File: src/hw/iic_pkg.sv
package iic_pkg;
  // Card shape and input numbering
  localparam int NUM_CH = 8;
  localparam int FIRST_INPUT = 0;
  // Timing: clock rate, millisecond tick, scan period, AC extra drop-off
  localparam int CLK_HZ = 100_000_000;
  localparam int MS_PER_S = 1000;
  localparam int MS_CYCLES = CLK_HZ / MS_PER_S;
  localparam int SCAN_MS = 5;
  localparam int AC_DROP_MS = 30;
  // Field widths: millivolts, 0.1 V thresholds, ms delays, counters
  localparam int VW = 19;
  localparam int THW = 12;
  localparam int DW = 21;
  localparam int TW = DW + 1;
  localparam int CW = 32;
  localparam int AW = 12;
  // Scaling: one threshold step is 100 mV; AC release is a tenth of that
  localparam int MV_PER_STEP = 100;
  localparam int AC_MV_PER_STEP = 10;
  // Reset values
  localparam logic [THW-1:0] ACT_RST = 12'h370;
  localparam logic [THW-1:0] REL_RST = 12'h258;
  localparam logic [DW-1:0] DLY_RST = 21'h000000;
  localparam logic SENSE_NO = 1'b0;
  // Global registers, byte addresses
  localparam logic [AW-1:0] OFS_ISTAT = 12'h000;
  localparam logic [AW-1:0] OFS_IEN = 12'h004;
  localparam logic [AW-1:0] OFS_ICLR = 12'h008;
  localparam logic [AW-1:0] OFS_STATE = 12'h00c;
  localparam logic [AW-1:0] OFS_SENSE = 12'h010;
  localparam logic [AW-1:0] OFS_ACMODE = 12'h014;
  localparam logic [AW-1:0] OFS_CCLR = 12'h018;
  localparam logic [AW-1:0] OFS_INFO = 12'h01c;
  // Channel window: base + channel * 0x20 + word select * 4
  localparam logic [3:0] CH_PAGE = 4'h1;
  localparam logic [2:0] SEL_ACT = 3'h0;
  localparam logic [2:0] SEL_REL = 3'h1;
  localparam logic [2:0] SEL_PICK = 3'h2;
  localparam logic [2:0] SEL_DROP = 3'h3;
  localparam logic [2:0] SEL_CNT = 3'h4;
  localparam logic [2:0] SEL_VOLT = 3'h5;
  // Interrupt status layout: rises low byte, falls next byte
  localparam int IRQ_FALL_POS = 8;
  // AXI responses
  localparam logic [1:0] RESP_OKAY = 2'h0;
  localparam logic [1:0] RESP_SLVERR = 2'h2;
endpackage

File: src/hw/iic_chan.sv
module iic_chan import iic_pkg::*; (
  input wire logic clk,
  input wire logic srst,
  input wire logic scan_tick,
  input wire logic ms_tick,
  input wire logic [VW-1:0] volt,
  input wire logic [THW-1:0] act_thr,
  input wire logic [THW-1:0] rel_thr,
  input wire logic [DW-1:0] pick,
  input wire logic [DW-1:0] drop,
  input wire logic sense,
  input wire logic ac,
  input wire logic cnt_clr,
  output logic state,
  output logic [CW-1:0] cnt,
  output logic rise,
  output logic fall
);
  logic energized;
  logic [TW-1:0] timer;
  logic [VW-1:0] act_mv, rel_mv;
  logic [TW-1:0] target;
  logic next_energized, raw, expire;

  // Threshold scaling and hysteresis; AC mode forces release to 10 %
  assign act_mv = VW'(act_thr * MV_PER_STEP);
  assign rel_mv = ac ? VW'(act_thr * AC_MV_PER_STEP)
                     : VW'(rel_thr * MV_PER_STEP);
  assign next_energized = (volt > act_mv) ? 1'b1
                        : (volt < rel_mv) ? 1'b0
                        : energized;
  assign raw = energized ^ sense;
  assign target = state ? TW'(drop) + (ac ? TW'(AC_DROP_MS) : '0)
                        : TW'(pick);
  assign expire = (raw != state) && (timer >= target);

  // Energized level only moves on the scan strobe
  always_ff @(posedge clk) begin
    if (srst) begin
      energized <= 1'b0;
    end else if (scan_tick) begin
      energized <= next_energized;
    end
  end

  // Delay timer restarts whenever raw agrees with the reported state
  always_ff @(posedge clk) begin
    if (srst) begin
      timer <= '0;
    end else if (raw == state || expire) begin
      timer <= '0;
    end else if (ms_tick) begin
      timer <= timer + TW'(1);
    end
  end

  // Reported state and one-cycle edge pulses
  always_ff @(posedge clk) begin
    if (srst) begin
      state <= 1'b0;
      rise <= 1'b0;
      fall <= 1'b0;
    end else begin
      if (expire) begin
        state <= raw;
      end
      rise <= expire & raw;
      fall <= expire & ~raw;
    end
  end

  // Counting wins over a clear in the same cycle, so no edge is lost
  always_ff @(posedge clk) begin
    if (srst) begin
      cnt <= '0;
    end else if (expire && raw) begin
      cnt <= cnt_clr ? CW'(1) : cnt + CW'(1);
    end else if (cnt_clr) begin
      cnt <= '0;
    end
  end

  a_zero_pick: assert property (@(posedge clk) disable iff (srst)
    (!state && raw && pick == '0) |=> state)
    else $error("zero pick-up delay did not switch at once");
  a_no_early_drop: assert property (@(posedge clk) disable iff (srst)
    (state && !raw && timer < target) |=> state)
    else $error("state dropped before its delay ran out");
  a_hyst_hold: assert property (@(posedge clk) disable iff (srst)
    (scan_tick && volt <= act_mv && volt >= rel_mv) |=> $stable(energized))
    else $error("raw level moved inside the hysteresis band");
  a_cancel: assert property (@(posedge clk) disable iff (srst)
    (raw == state) |=> (timer == '0))
    else $error("pending delay not cancelled");
  a_count_rise: assert property (@(posedge clk) disable iff (srst)
    $rose(state) |-> (cnt == $past(cnt) + CW'(1) || cnt == CW'(1)))
    else $error("counter missed a rising transition");
  a_count_clr: assert property (@(posedge clk) disable iff (srst)
    (cnt_clr && !(expire && raw)) |=> (cnt == '0))
    else $error("counter clear had no effect");
endmodule // iic_chan

File: src/hw/iic_eight_input_card.sv
module iic_eight_input_card import iic_pkg::*; #(
  parameter int MS_CYC = MS_CYCLES,
  parameter int FIRST_IDX = FIRST_INPUT
) (
  input wire logic MCLK,
  input wire logic SRST,
  input wire logic [NUM_CH*VW-1:0] VOLT_MV,
  output logic [NUM_CH-1:0] IN_STATE,
  output logic IRQ,
  input wire logic [AW-1:0] S_AXI_AWADDR,
  input wire logic S_AXI_AWVALID,
  output logic S_AXI_AWREADY,
  input wire logic [31:0] S_AXI_WDATA,
  input wire logic [3:0] S_AXI_WSTRB,
  input wire logic S_AXI_WVALID,
  output logic S_AXI_WREADY,
  output logic [1:0] S_AXI_BRESP,
  output logic S_AXI_BVALID,
  input wire logic S_AXI_BREADY,
  input wire logic [AW-1:0] S_AXI_ARADDR,
  input wire logic S_AXI_ARVALID,
  output logic S_AXI_ARREADY,
  output logic [31:0] S_AXI_RDATA,
  output logic [1:0] S_AXI_RRESP,
  output logic S_AXI_RVALID,
  input wire logic S_AXI_RREADY
);
  localparam int MSW = $clog2(MS_CYC + 1);
  localparam int IW = 2 * NUM_CH;

  logic [MSW-1:0] ms_cnt;
  logic [2:0] scan_cnt;
  logic ms_tick, scan_tick;
  logic aw_got, w_got;
  logic [AW-1:0] aw_addr;
  logic [31:0] w_data;
  logic [3:0] w_strb;
  logic [IW-1:0] istat, ien;
  logic [NUM_CH-1:0] sense, acmode;
  logic [THW-1:0] act_thr [NUM_CH];
  logic [THW-1:0] rel_thr [NUM_CH];
  logic [DW-1:0] pick [NUM_CH];
  logic [DW-1:0] drop [NUM_CH];
  logic [CW-1:0] cnt [NUM_CH];
  logic [VW-1:0] volt [NUM_CH];
  logic [NUM_CH-1:0] rise, fall, cnt_clr;
  logic [31:0] rd_val;
  logic rd_ok;

  // Keep the strobed bytes of a write, the rest from the old value
  function automatic logic [31:0] merge(input logic [31:0] old,
                                        input logic [31:0] nw,
                                        input logic [3:0] strb);
    logic [31:0] r;
    r = old;
    for (int b = 0; b < 4; b++) begin
      if (strb[b]) begin
        r[8*b +: 8] = nw[8*b +: 8];
      end
    end
    return r;
  endfunction

  // Millisecond tick and the scan strobe every fifth millisecond
  assign ms_tick = (ms_cnt == MSW'(MS_CYC - 1));
  assign scan_tick = ms_tick && (scan_cnt == 3'(SCAN_MS - 1));
  always_ff @(posedge MCLK) begin
    if (SRST) begin
      ms_cnt <= '0;
      scan_cnt <= '0;
    end else begin
      ms_cnt <= ms_tick ? '0 : ms_cnt + MSW'(1);
      if (scan_tick) begin
        scan_cnt <= '0;
      end else if (ms_tick) begin
        scan_cnt <= scan_cnt + 3'h1;
      end
    end
  end

  // Write decode, on the held address once both halves have arrived
  logic do_wr, wg, wc;
  logic [2:0] w_ch, w_sel;
  logic [31:0] w_old;
  assign do_wr = aw_got && w_got && !S_AXI_BVALID;
  assign wg = (aw_addr[AW-1:5] == '0);
  assign wc = (aw_addr[AW-1:8] == CH_PAGE) && (aw_addr[4:2] <= SEL_VOLT);
  assign w_ch = aw_addr[7:5];
  assign w_sel = aw_addr[4:2];
  assign w_old = merge(32'h0, w_data, w_strb);

  // Bus handshake: address and data may come in either order
  assign S_AXI_AWREADY = !aw_got;
  assign S_AXI_WREADY = !w_got;
  assign S_AXI_ARREADY = !S_AXI_RVALID;
  always_ff @(posedge MCLK) begin
    if (SRST) begin
      aw_got <= 1'b0;
      w_got <= 1'b0;
      aw_addr <= '0;
      w_data <= '0;
      w_strb <= '0;
      S_AXI_BVALID <= 1'b0;
      S_AXI_BRESP <= RESP_OKAY;
    end else begin
      if (S_AXI_AWVALID && !aw_got) begin
        aw_got <= 1'b1;
        aw_addr <= S_AXI_AWADDR;
      end else if (do_wr) begin
        aw_got <= 1'b0;
      end
      if (S_AXI_WVALID && !w_got) begin
        w_got <= 1'b1;
        w_data <= S_AXI_WDATA;
        w_strb <= S_AXI_WSTRB;
      end else if (do_wr) begin
        w_got <= 1'b0;
      end
      if (do_wr) begin
        S_AXI_BVALID <= 1'b1;
        S_AXI_BRESP <= (wg || wc) ? RESP_OKAY : RESP_SLVERR;
      end else if (S_AXI_BREADY) begin
        S_AXI_BVALID <= 1'b0;
      end
    end
  end

  // Global write pulses; read-only words accept and ignore writes
  logic wr_ien, wr_sense, wr_ac;
  logic [IW-1:0] iclr;
  assign wr_ien = do_wr && wg && aw_addr == OFS_IEN;
  assign wr_sense = do_wr && wg && aw_addr == OFS_SENSE;
  assign wr_ac = do_wr && wg && aw_addr == OFS_ACMODE;
  assign iclr = (do_wr && wg && aw_addr == OFS_ICLR) ? w_old[IW-1:0] : '0;
  assign cnt_clr = (do_wr && wg && aw_addr == OFS_CCLR)
                 ? w_old[NUM_CH-1:0] : '0;

  // Sticky events: a new event wins over a clear in the same cycle
  always_ff @(posedge MCLK) begin
    if (SRST) begin
      istat <= '0;
      ien <= '0;
      sense <= {NUM_CH{SENSE_NO}};
      acmode <= '0;
      IRQ <= 1'b0;
    end else begin
      istat <= (istat & ~iclr) | {fall, rise};
      if (wr_ien) ien <= IW'(merge(32'(ien), w_data, w_strb));
      if (wr_sense) sense <= NUM_CH'(merge(32'(sense), w_data, w_strb));
      if (wr_ac) acmode <= NUM_CH'(merge(32'(acmode), w_data, w_strb));
      IRQ <= |(istat & ien);
    end
  end

  // One conditioner per channel with its own settings
  genvar g;
  generate
    for (g = 0; g < NUM_CH; g++) begin : g_ch
      logic hit;
      assign hit = do_wr && wc && w_ch == 3'(g);
      assign volt[g] = VOLT_MV[g*VW +: VW];
      always_ff @(posedge MCLK) begin
        if (SRST) begin
          act_thr[g] <= ACT_RST;
          rel_thr[g] <= REL_RST;
          pick[g] <= DLY_RST;
          drop[g] <= DLY_RST;
        end else if (hit) begin
          if (w_sel == SEL_ACT) begin
            act_thr[g] <= THW'(merge(32'(act_thr[g]), w_data, w_strb));
          end
          if (w_sel == SEL_REL) begin
            rel_thr[g] <= THW'(merge(32'(rel_thr[g]), w_data, w_strb));
          end
          if (w_sel == SEL_PICK) begin
            pick[g] <= DW'(merge(32'(pick[g]), w_data, w_strb));
          end
          if (w_sel == SEL_DROP) begin
            drop[g] <= DW'(merge(32'(drop[g]), w_data, w_strb));
          end
        end
      end
      iic_chan u_chan (
        .clk(MCLK),
        .srst(SRST),
        .scan_tick(scan_tick),
        .ms_tick(ms_tick),
        .volt(volt[g]),
        .act_thr(act_thr[g]),
        .rel_thr(rel_thr[g]),
        .pick(pick[g]),
        .drop(drop[g]),
        .sense(sense[g]),
        .ac(acmode[g]),
        .cnt_clr(cnt_clr[g]),
        .state(IN_STATE[g]),
        .cnt(cnt[g]),
        .rise(rise[g]),
        .fall(fall[g])
      );
    end
  endgenerate

  // Read decode straight from the offered address
  logic rg, rc;
  logic [2:0] r_ch, r_sel;
  logic [31:0] ch_val;
  assign rg = (S_AXI_ARADDR[AW-1:5] == '0);
  assign rc = (S_AXI_ARADDR[AW-1:8] == CH_PAGE)
           && (S_AXI_ARADDR[4:2] <= SEL_VOLT);
  assign r_ch = S_AXI_ARADDR[7:5];
  assign r_sel = S_AXI_ARADDR[4:2];
  assign rd_ok = rg || rc;
  always_comb begin
    ch_val = 32'h0;
    unique case (r_sel)
      SEL_ACT: ch_val = 32'(act_thr[r_ch]);
      SEL_REL: ch_val = 32'(rel_thr[r_ch]);
      SEL_PICK: ch_val = 32'(pick[r_ch]);
      SEL_DROP: ch_val = 32'(drop[r_ch]);
      SEL_CNT: ch_val = cnt[r_ch];
      SEL_VOLT: ch_val = 32'(volt[r_ch]);
      default: ch_val = 32'h0;
    endcase
  end
  always_comb begin
    rd_val = 32'h0;
    if (rc) begin
      rd_val = ch_val;
    end else if (rg) begin
      unique case (S_AXI_ARADDR)
        OFS_ISTAT: rd_val = 32'(istat);
        OFS_IEN: rd_val = 32'(ien);
        OFS_STATE: rd_val = 32'(IN_STATE);
        OFS_SENSE: rd_val = 32'(sense);
        OFS_ACMODE: rd_val = 32'(acmode);
        OFS_INFO: rd_val = {16'(FIRST_IDX), 16'(NUM_CH)};
        default: rd_val = 32'h0; // Clear words read as zero
      endcase
    end
  end

  // Read answer is registered one cycle after the address is taken
  always_ff @(posedge MCLK) begin
    if (SRST) begin
      S_AXI_RVALID <= 1'b0;
      S_AXI_RDATA <= '0;
      S_AXI_RRESP <= RESP_OKAY;
    end else if (S_AXI_ARVALID && !S_AXI_RVALID) begin
      S_AXI_RVALID <= 1'b1;
      S_AXI_RDATA <= rd_val;
      S_AXI_RRESP <= rd_ok ? RESP_OKAY : RESP_SLVERR;
    end else if (S_AXI_RREADY) begin
      S_AXI_RVALID <= 1'b0;
    end
  end

  a_scan_gap: assert property (@(posedge MCLK) disable iff (SRST)
    scan_tick |=> !scan_tick)
    else $error("scan strobes on adjacent cycles");
  a_bvalid_hold: assert property (@(posedge MCLK) disable iff (SRST)
    (S_AXI_BVALID && !S_AXI_BREADY) |=> S_AXI_BVALID)
    else $error("write response dropped before ready");
  a_rvalid_hold: assert property (@(posedge MCLK) disable iff (SRST)
    (S_AXI_RVALID && !S_AXI_RREADY) |=> $stable(S_AXI_RDATA))
    else $error("read data changed while waiting");
  a_sticky_rise: assert property (@(posedge MCLK) disable iff (SRST)
    rise[0] |=> istat[0])
    else $error("rise event not latched");
  a_irq_follow: assert property (@(posedge MCLK) disable iff (SRST)
    (istat[0] && ien[0]) |=> IRQ)
    else $error("enabled status did not raise interrupt");
  // Flag and response guards; a stuck flag would hold the interrupt forever
  a_irq_low: assert property (@(posedge MCLK) disable iff (SRST)
    !(|(istat & ien)) |=> !IRQ)
    else $error("interrupt high with no enabled status");
  a_sticky_fall: assert property (@(posedge MCLK) disable iff (SRST)
    fall[0] |=> istat[IRQ_FALL_POS])
    else $error("fall event not latched");
  a_iclr_clear: assert property (@(posedge MCLK) disable iff (SRST)
    (iclr[0] && !rise[0]) |=> !istat[0])
    else $error("status bit survived its clear");
  a_wr_slverr: assert property (@(posedge MCLK) disable iff (SRST)
    (do_wr && !wg && !wc) |=> (S_AXI_BRESP == RESP_SLVERR))
    else $error("unmapped write not refused");
  a_rd_slverr: assert property (@(posedge MCLK) disable iff (SRST)
    (S_AXI_ARVALID && S_AXI_ARREADY && !rd_ok)
    |=> (S_AXI_RRESP == RESP_SLVERR))
    else $error("unmapped read not refused");
endmodule // iic_eight_input_card

File: config.mk
export PLATFORM = sky130hd
export DESIGN_NAME = iic_eight_input_card
export DESIGN_NICKNAME = d
export VERILOG_FILES = /design/src/hw/iic_pkg.sv /design/src/hw/iic_chan.sv /design/src/hw/iic_eight_input_card.sv
export SDC_FILE = /design/constraint.sdc
export NUM_CORES = 2
export LEC_CHECK = 0
export BUFFER_PORTS_ARGS = -buffer_cell sky130_fd_sc_hd__buf_2
export CAP_MARGIN = 0
export CORE_MARGIN = 10
export CORE_UTILIZATION = 48
export DETAILED_ROUTE_END_ITERATION = 10
export PLACE_DENSITY = 0.67
export SYNTH_ARGS = -nofsm -noshare
export SYNTH_HDL_FRONTEND = slang
export SYNTH_SLANG_ARGS = --single-unit
File: constraint.sdc
create_clock -name MCLK -period 4.65 [get_ports MCLK]
set_input_delay 1.395 -clock MCLK [delete_from_list [all_inputs] [get_ports MCLK]]
set_output_delay 1.395 -clock MCLK [all_outputs]
set_load 0.02 [all_outputs]
# Word-level counts from Yosys, hierarchy flattened
# Memory sizes are Yosys's and may differ from the RTL's.
# Cells that the tools add are included.
# totals
input_bits	219
n_memories	4
register_bits	609
elab_cells	904
out_inout_bits	50
ramBits	528
# classes
n_reduce_logical	102
add_sub_neg	26
mux	541
bitwise	69
magnitude_cmp	27
mul	24
eq_ne	45
# mem_list
memory	words	word_bits	read_ports	rd_clocked_by_memory_dff	wr	line_no	text
drop	8	21	9	0	8	iic_eight_input_card.sv:43	logic [DW-1:0] drop [NUM_CH];
pick	8	21	9	0	8	iic_eight_input_card.sv:42	logic [DW-1:0] pick [NUM_CH];
act_thr	8	12	9	0	8	iic_eight_input_card.sv:40	logic [THW-1:0] act_thr [NUM_CH];
rel_thr	8	12	9	0	8	iic_eight_input_card.sv:41	logic [THW-1:0] rel_thr [NUM_CH];
# ops
operator	n
2-to-1 mux 8 bit	195
2-to-1 mux 32 bit	27
2-to-1 mux 5 bit	72
2-to-1 mux 21 bit	16
multiplier 12 x 5 -> 17 bit (second input constant)	16
adder 32 x 1 -> 32 bit (second input constant)	8
2-to-1 mux 4 bit	64
2-to-1 mux 12 bit	16
case mux 32 bit (6 select lines)	1
2-to-1 mux 19 bit	10
adder 21 x 22 -> 22 bit	8
adder 22 x 1 -> 22 bit (second input constant)	8
greater-or-equal comparator 22 bit	8
2-to-1 mux 22 bit	8
greater-than comparator 19 bit	8
less-than comparator 19 bit	8
2-to-1 mux 1 bit	125
multiplier 12 x 3 -> 15 bit (second input constant)	8
binary-select mux 32 bit (select 3 bit)	1
case mux 16 bit (6 select lines)	1
== test 12 x 5 -> 1 bit (second input constant)	6
binary-select mux 19 bit (select 3 bit)	1
nonzero test 2 bit	20
logical AND 1 bit	39
31 further kinds	160

# Depth between registers and ports, before layout
# logic_depth
depth_word	8
depth_mapped	22
mapped_depth_nobuf	22

# Cells and area by module
# A second synthesis with hierarchy kept.
# hier_totals
cells_unflattened	10377
hier_area_um2	96810.3
# modules_own_cells
mod	cells_each	n_inst	area_each_um2	seq_area_each_um2
iic_eight_input_card	2682	1	34135.2	18718.0
iic_chan (g_ch[0].u_chan ...)	967	4	7800.0	1161.1
iic_chan (g_ch[5].u_chan ...)	952	2	7787.5	1161.1
iic_chan (g_ch[7].u_chan)	961	1	8011.4	1161.1
iic_chan (g_ch[2].u_chan)	962	1	7888.8	1161.1

# Worst setup path before layout
# No wires, ideal clock.
# synth_timing
path_kind	reg-to-reg
startpoint	memory act_thr[4][2]
endpoint	register g_ch[4].u_chan.energized
synth_period_minus_slack_ps	4624
t_arrival_ps	4567
setup_ps	58
stages_incl_launch_ff	21
path_slack_ps	26
t_required_ps	4592
path_cell_list	edfxtp_1 -> ha_1 -> ha_1 -> fa_1 -> ha_1 -> nor2b_1 -> o21ai_0 -> a21boi_0 -> o211a_1 -> o21a_1 -> o21a_1 -> o41ai_1 -> xnor2_1 -> ha_1 -> nand4_1 -> nor4_1 -> a21oi_1 -> o211ai_1 -> a21oi_1 -> a311oi_1 -> a31o_2
# synth_lines
item	line_no	text
from (decl)	iic_eight_input_card.sv:40	
to (signal assigned)	iic_chan.sv:42	energized <= next_energized;
to (decl)	iic_chan.sv:19	logic energized;

==> out/qor.yml <==
die_w_microns: 456
floorplan.initialDensity_pct: 48.2
power.share.clock_pct: 39.7
grt_max_degree: 70
cp_cell_sequence: "ha_1 > ha_1 > inv_2 > fa_1 > inv_1 > ha_2 > or3_1 > o211a_1 > o21a_1 > o21a_1 > o41ai_2 > xnor2_1 > ha_1 > nand4_1 > nor4_4 > a21oi_1 > o211ai_1 > a21oi_1 > a311oi_1 > a31o_2"
end_kind: "flop"
post_dp_cell_area_sq_mm: 0.0989
drcViolationCount: 0
synth_fa_ha_area_share_pct: 20.7
met3_usage_pct: 5.48
synthArstFlopShare_pct: 0
worstPathArrival_ps: 5390
busiest_layer: "met2"
initialDrtViolationCount: 8383
yosys_most_used_dff: "dfxtp_1"
row_count: 160
place_inst: 12600
hpwlAfterDp_microns: 254000
p_leak_nw: 44.9
use_met2_pct: 48.9
die_area_sq_mm: 0.208
timing.slew.headroom_pct: 17.9
syn_inst: 9688
fin_nets: 12000
path_class: "reg2reg"
cts-root-buf: "clkbuf_16"
p_int_mw: 19.1
fillers: 16400
path_max_fanout: 4
cp_slowest_stage_delay_ps: 490
stdcell_count: 13000
synth_simple_gate_area_share_pct: 18.3
setup_viol: 0
final_common_cell: "ha_1"
final_util_pct: 56.3
period_share_pct: 99.8
switching_share_pct: 29.9
tritoncts: "yes"
clock.fmax_mhz: 215
synth.mux.area_fraction_pct: 8.80
fin_worst_skew_ps: 45.3
gr-total-overflow: 0
hold_viol_final: 0
hp-class: "reg2reg"
timing.final.ws_setup_ps: 7.53
cts_buffers: 133
wl_per_cell_microns: 25.5
via_per_inst: 6.02
period_needed_ps: 4640
htree_levels: 4
rsz0062_at_grt: "yes"
power_switching_mw: 8.13
firstDrtPassIters: 6
cp_data_required_time_ps: 5390
use_met1_pct: 36.6
synth-seq-area-share_pct: 30.6
synth-xor-area-share_pct: 7.01
status: "finished, final reports clean"
final_max_slew_viol_count: 0
power-per-cell-area_mw_per_mm2: 255
syn-mean-instance-area_sq_um: 9.44
grt_pass1_wl_microns: 478000
antenna_found_initial: 19
place.gp.congestion: 1.02
multiInputGateArea_sq_mm: 0.0615
path_clk_slew_ps: 60
finalSetupTns_ps: 0
comb_power_share_pct: 20.3
cts.hold.buffers_added: 0
fin_area_sq_mm: 0.107
cts_buffer_depth: 3
maxCapViolCount: 0
cts_sinks: 1135
syn_to_final_growth_pct: 16.9
io_pins: 269
yosys_warnings: 0
p_seq_share_pct: 39.9
slowest_stage: "fa_1"
core_sq_mm: 0.190
die_y_microns: 456
synth_top_family_by_area: "adder cells"
peakVddDrop_mv: 0.262
grt.total_usage_pct: 30.1
via_count: 78100
hold_ws_ps: 430
worstMarginPinSlew_ps: 1230
ys_seq_elements: 1135
critPathLaunchType: "flop"
power_mw: 27.2
drive_gt1_share_pct: 17.6
clock_latency_ps: 810
ant_nets: 0
synth_compound_area_share_pct: 9.79
ff_latch_area_sq_mm: 0.0281
routed_wl_microns: 331000
syn_area_sq_mm: 0.0914
grt_pass1_vias: 75900
synth_edf_count: 528
io_buffers: 254
dp_slack_ps: -525
layout_common_cells: "ha_1, nor2_1, nand2_1, inv_1, buf_4"
cp_common_cell: "ha_1"
ys_types: 97
-- metal layers --
layer  wire (microns)  vias to the layer above  part of all wire (%)
li1                 -                    35800                     -
met4            27100                       10                   8.2
met5               61                        -                 0.018
met3            28500                      909                   8.6
met2           150000                     3585                    45
met1           125000                    37800                    38
-- sequential cells by signal, indices dropped and copies added (netlist names), 3 cells and up --
register and flops:
acmode 8, g_ch.u_chan.cnt 256, act_thr 96, w_strb 3, g_ch.u_chan.rise 8, drop 168, g_ch.u_chan.energized 8, g_ch.u_chan.fall 8
g_ch.u_chan.state 8, aw_addr 12, sense 8, ms_cnt 17, S_AXI_RDATA 32, istat 16, w_data 21, scan_cnt 3
g_ch.u_chan.timer 176, ien 16, rel_thr 96, pick 168
-- logic make-up after synthesis --
| family | after synthesis |
|---|---|
| simple gates | 3340 |
| fa+ha+maj | 1437 |
| compound gates | 1421 |
| flops | 1135 |
| buf+inv | 1112 |
| xor+xnor | 732 |
| mux | 510 |
| other cells | 1 |
-- worst paths after layout --
check | from | to | slack [ps] | cells past startpoint
hold / removal | g_ch[0].u_chan.rise$_SDFF_PP0_ | istat[0]$_SDFF_PP0_ | 430 | 2
hold reg to reg | g_ch[0].u_chan.rise$_SDFF_PP0_ | istat[0]$_SDFF_PP0_ | 430 | 2
setup reg to reg | act_thr[4][6]$_SDFFCE_PN1P_ | g_ch[4].u_chan.energized$_SDFFE_PP0P_ | 8 | 20
setup / recovery | act_thr[4][6]$_SDFFCE_PN1P_ | g_ch[4].u_chan.energized$_SDFFE_PP0P_ | 8 | 20
-- what timing repair did --
action	4_1_cts	5_1_grt
pin swaps	31	252
setup endpoints to repair	249	400
gates resized for setup	106	436
setup buffers	17	81
gates cloned	1	9
endpoints found under the hold margin	0	0
-- final cells by class --
type,instances,area share (%)
well taps,2511,2.94
inverters,691,2.43
flip-flops and latches,1135,26.2
clock buffers,175,3.48
repair buffers,928,6.63
diodes,18,0.0421
multi-input cells,7442,57.6
clock inverters,68,0.676
-- critical path: cells and delay by family (launching register included) --
family / cells / cell delay (ps)
simple gates: 3 / 770
xor+xnor: 1 / 110
compound gates: 9 / 1580
fa+ha+maj: 5 / 1580
flops: 1 / 450
buf+inv: 2 / 80
-- power groups by stage --
| stage | Sequential (mW) | Combinational [mW] | Clock [mW] |
|---|---|---|---|
| after global placement | 11.1 | 5.02 | 0 |
| after CTS | 10.9 | 5.26 | 10.9 |
| after floorplan | 10.9 | 3.43 | 0 |
| after global routing | 10.9 | 6.08 | 11.3 |
| final | 10.9 | 5.54 | 10.8 |
| after detailed placement | 11.1 | 5.17 | 0 |
-- Yosys cell counts (all sizes together), types with 75 or more instances --
master,n,area [sq um]
nor3,162,831
mux4,234,5270
dfxtp,607,12200
xnor2,424,3710
ha,1309,16400
nand3,231,1160
mux2i,268,2680
and2,498,3120
nor2b,75,469
nand2,753,2830
a21oi,472,2370
buf,121,584
or3,130,813
inv,690,2590
clkbuf,300,1130
nor2,879,3300
nand4,200,1300
and3,111,697
a21o,181,1360
xor2,308,2700
edfxtp,528,15900
o21ai,303,1520
o21a,76,571
fa,128,2560
No activity file was read; power rests on OpenSTA's default activity.
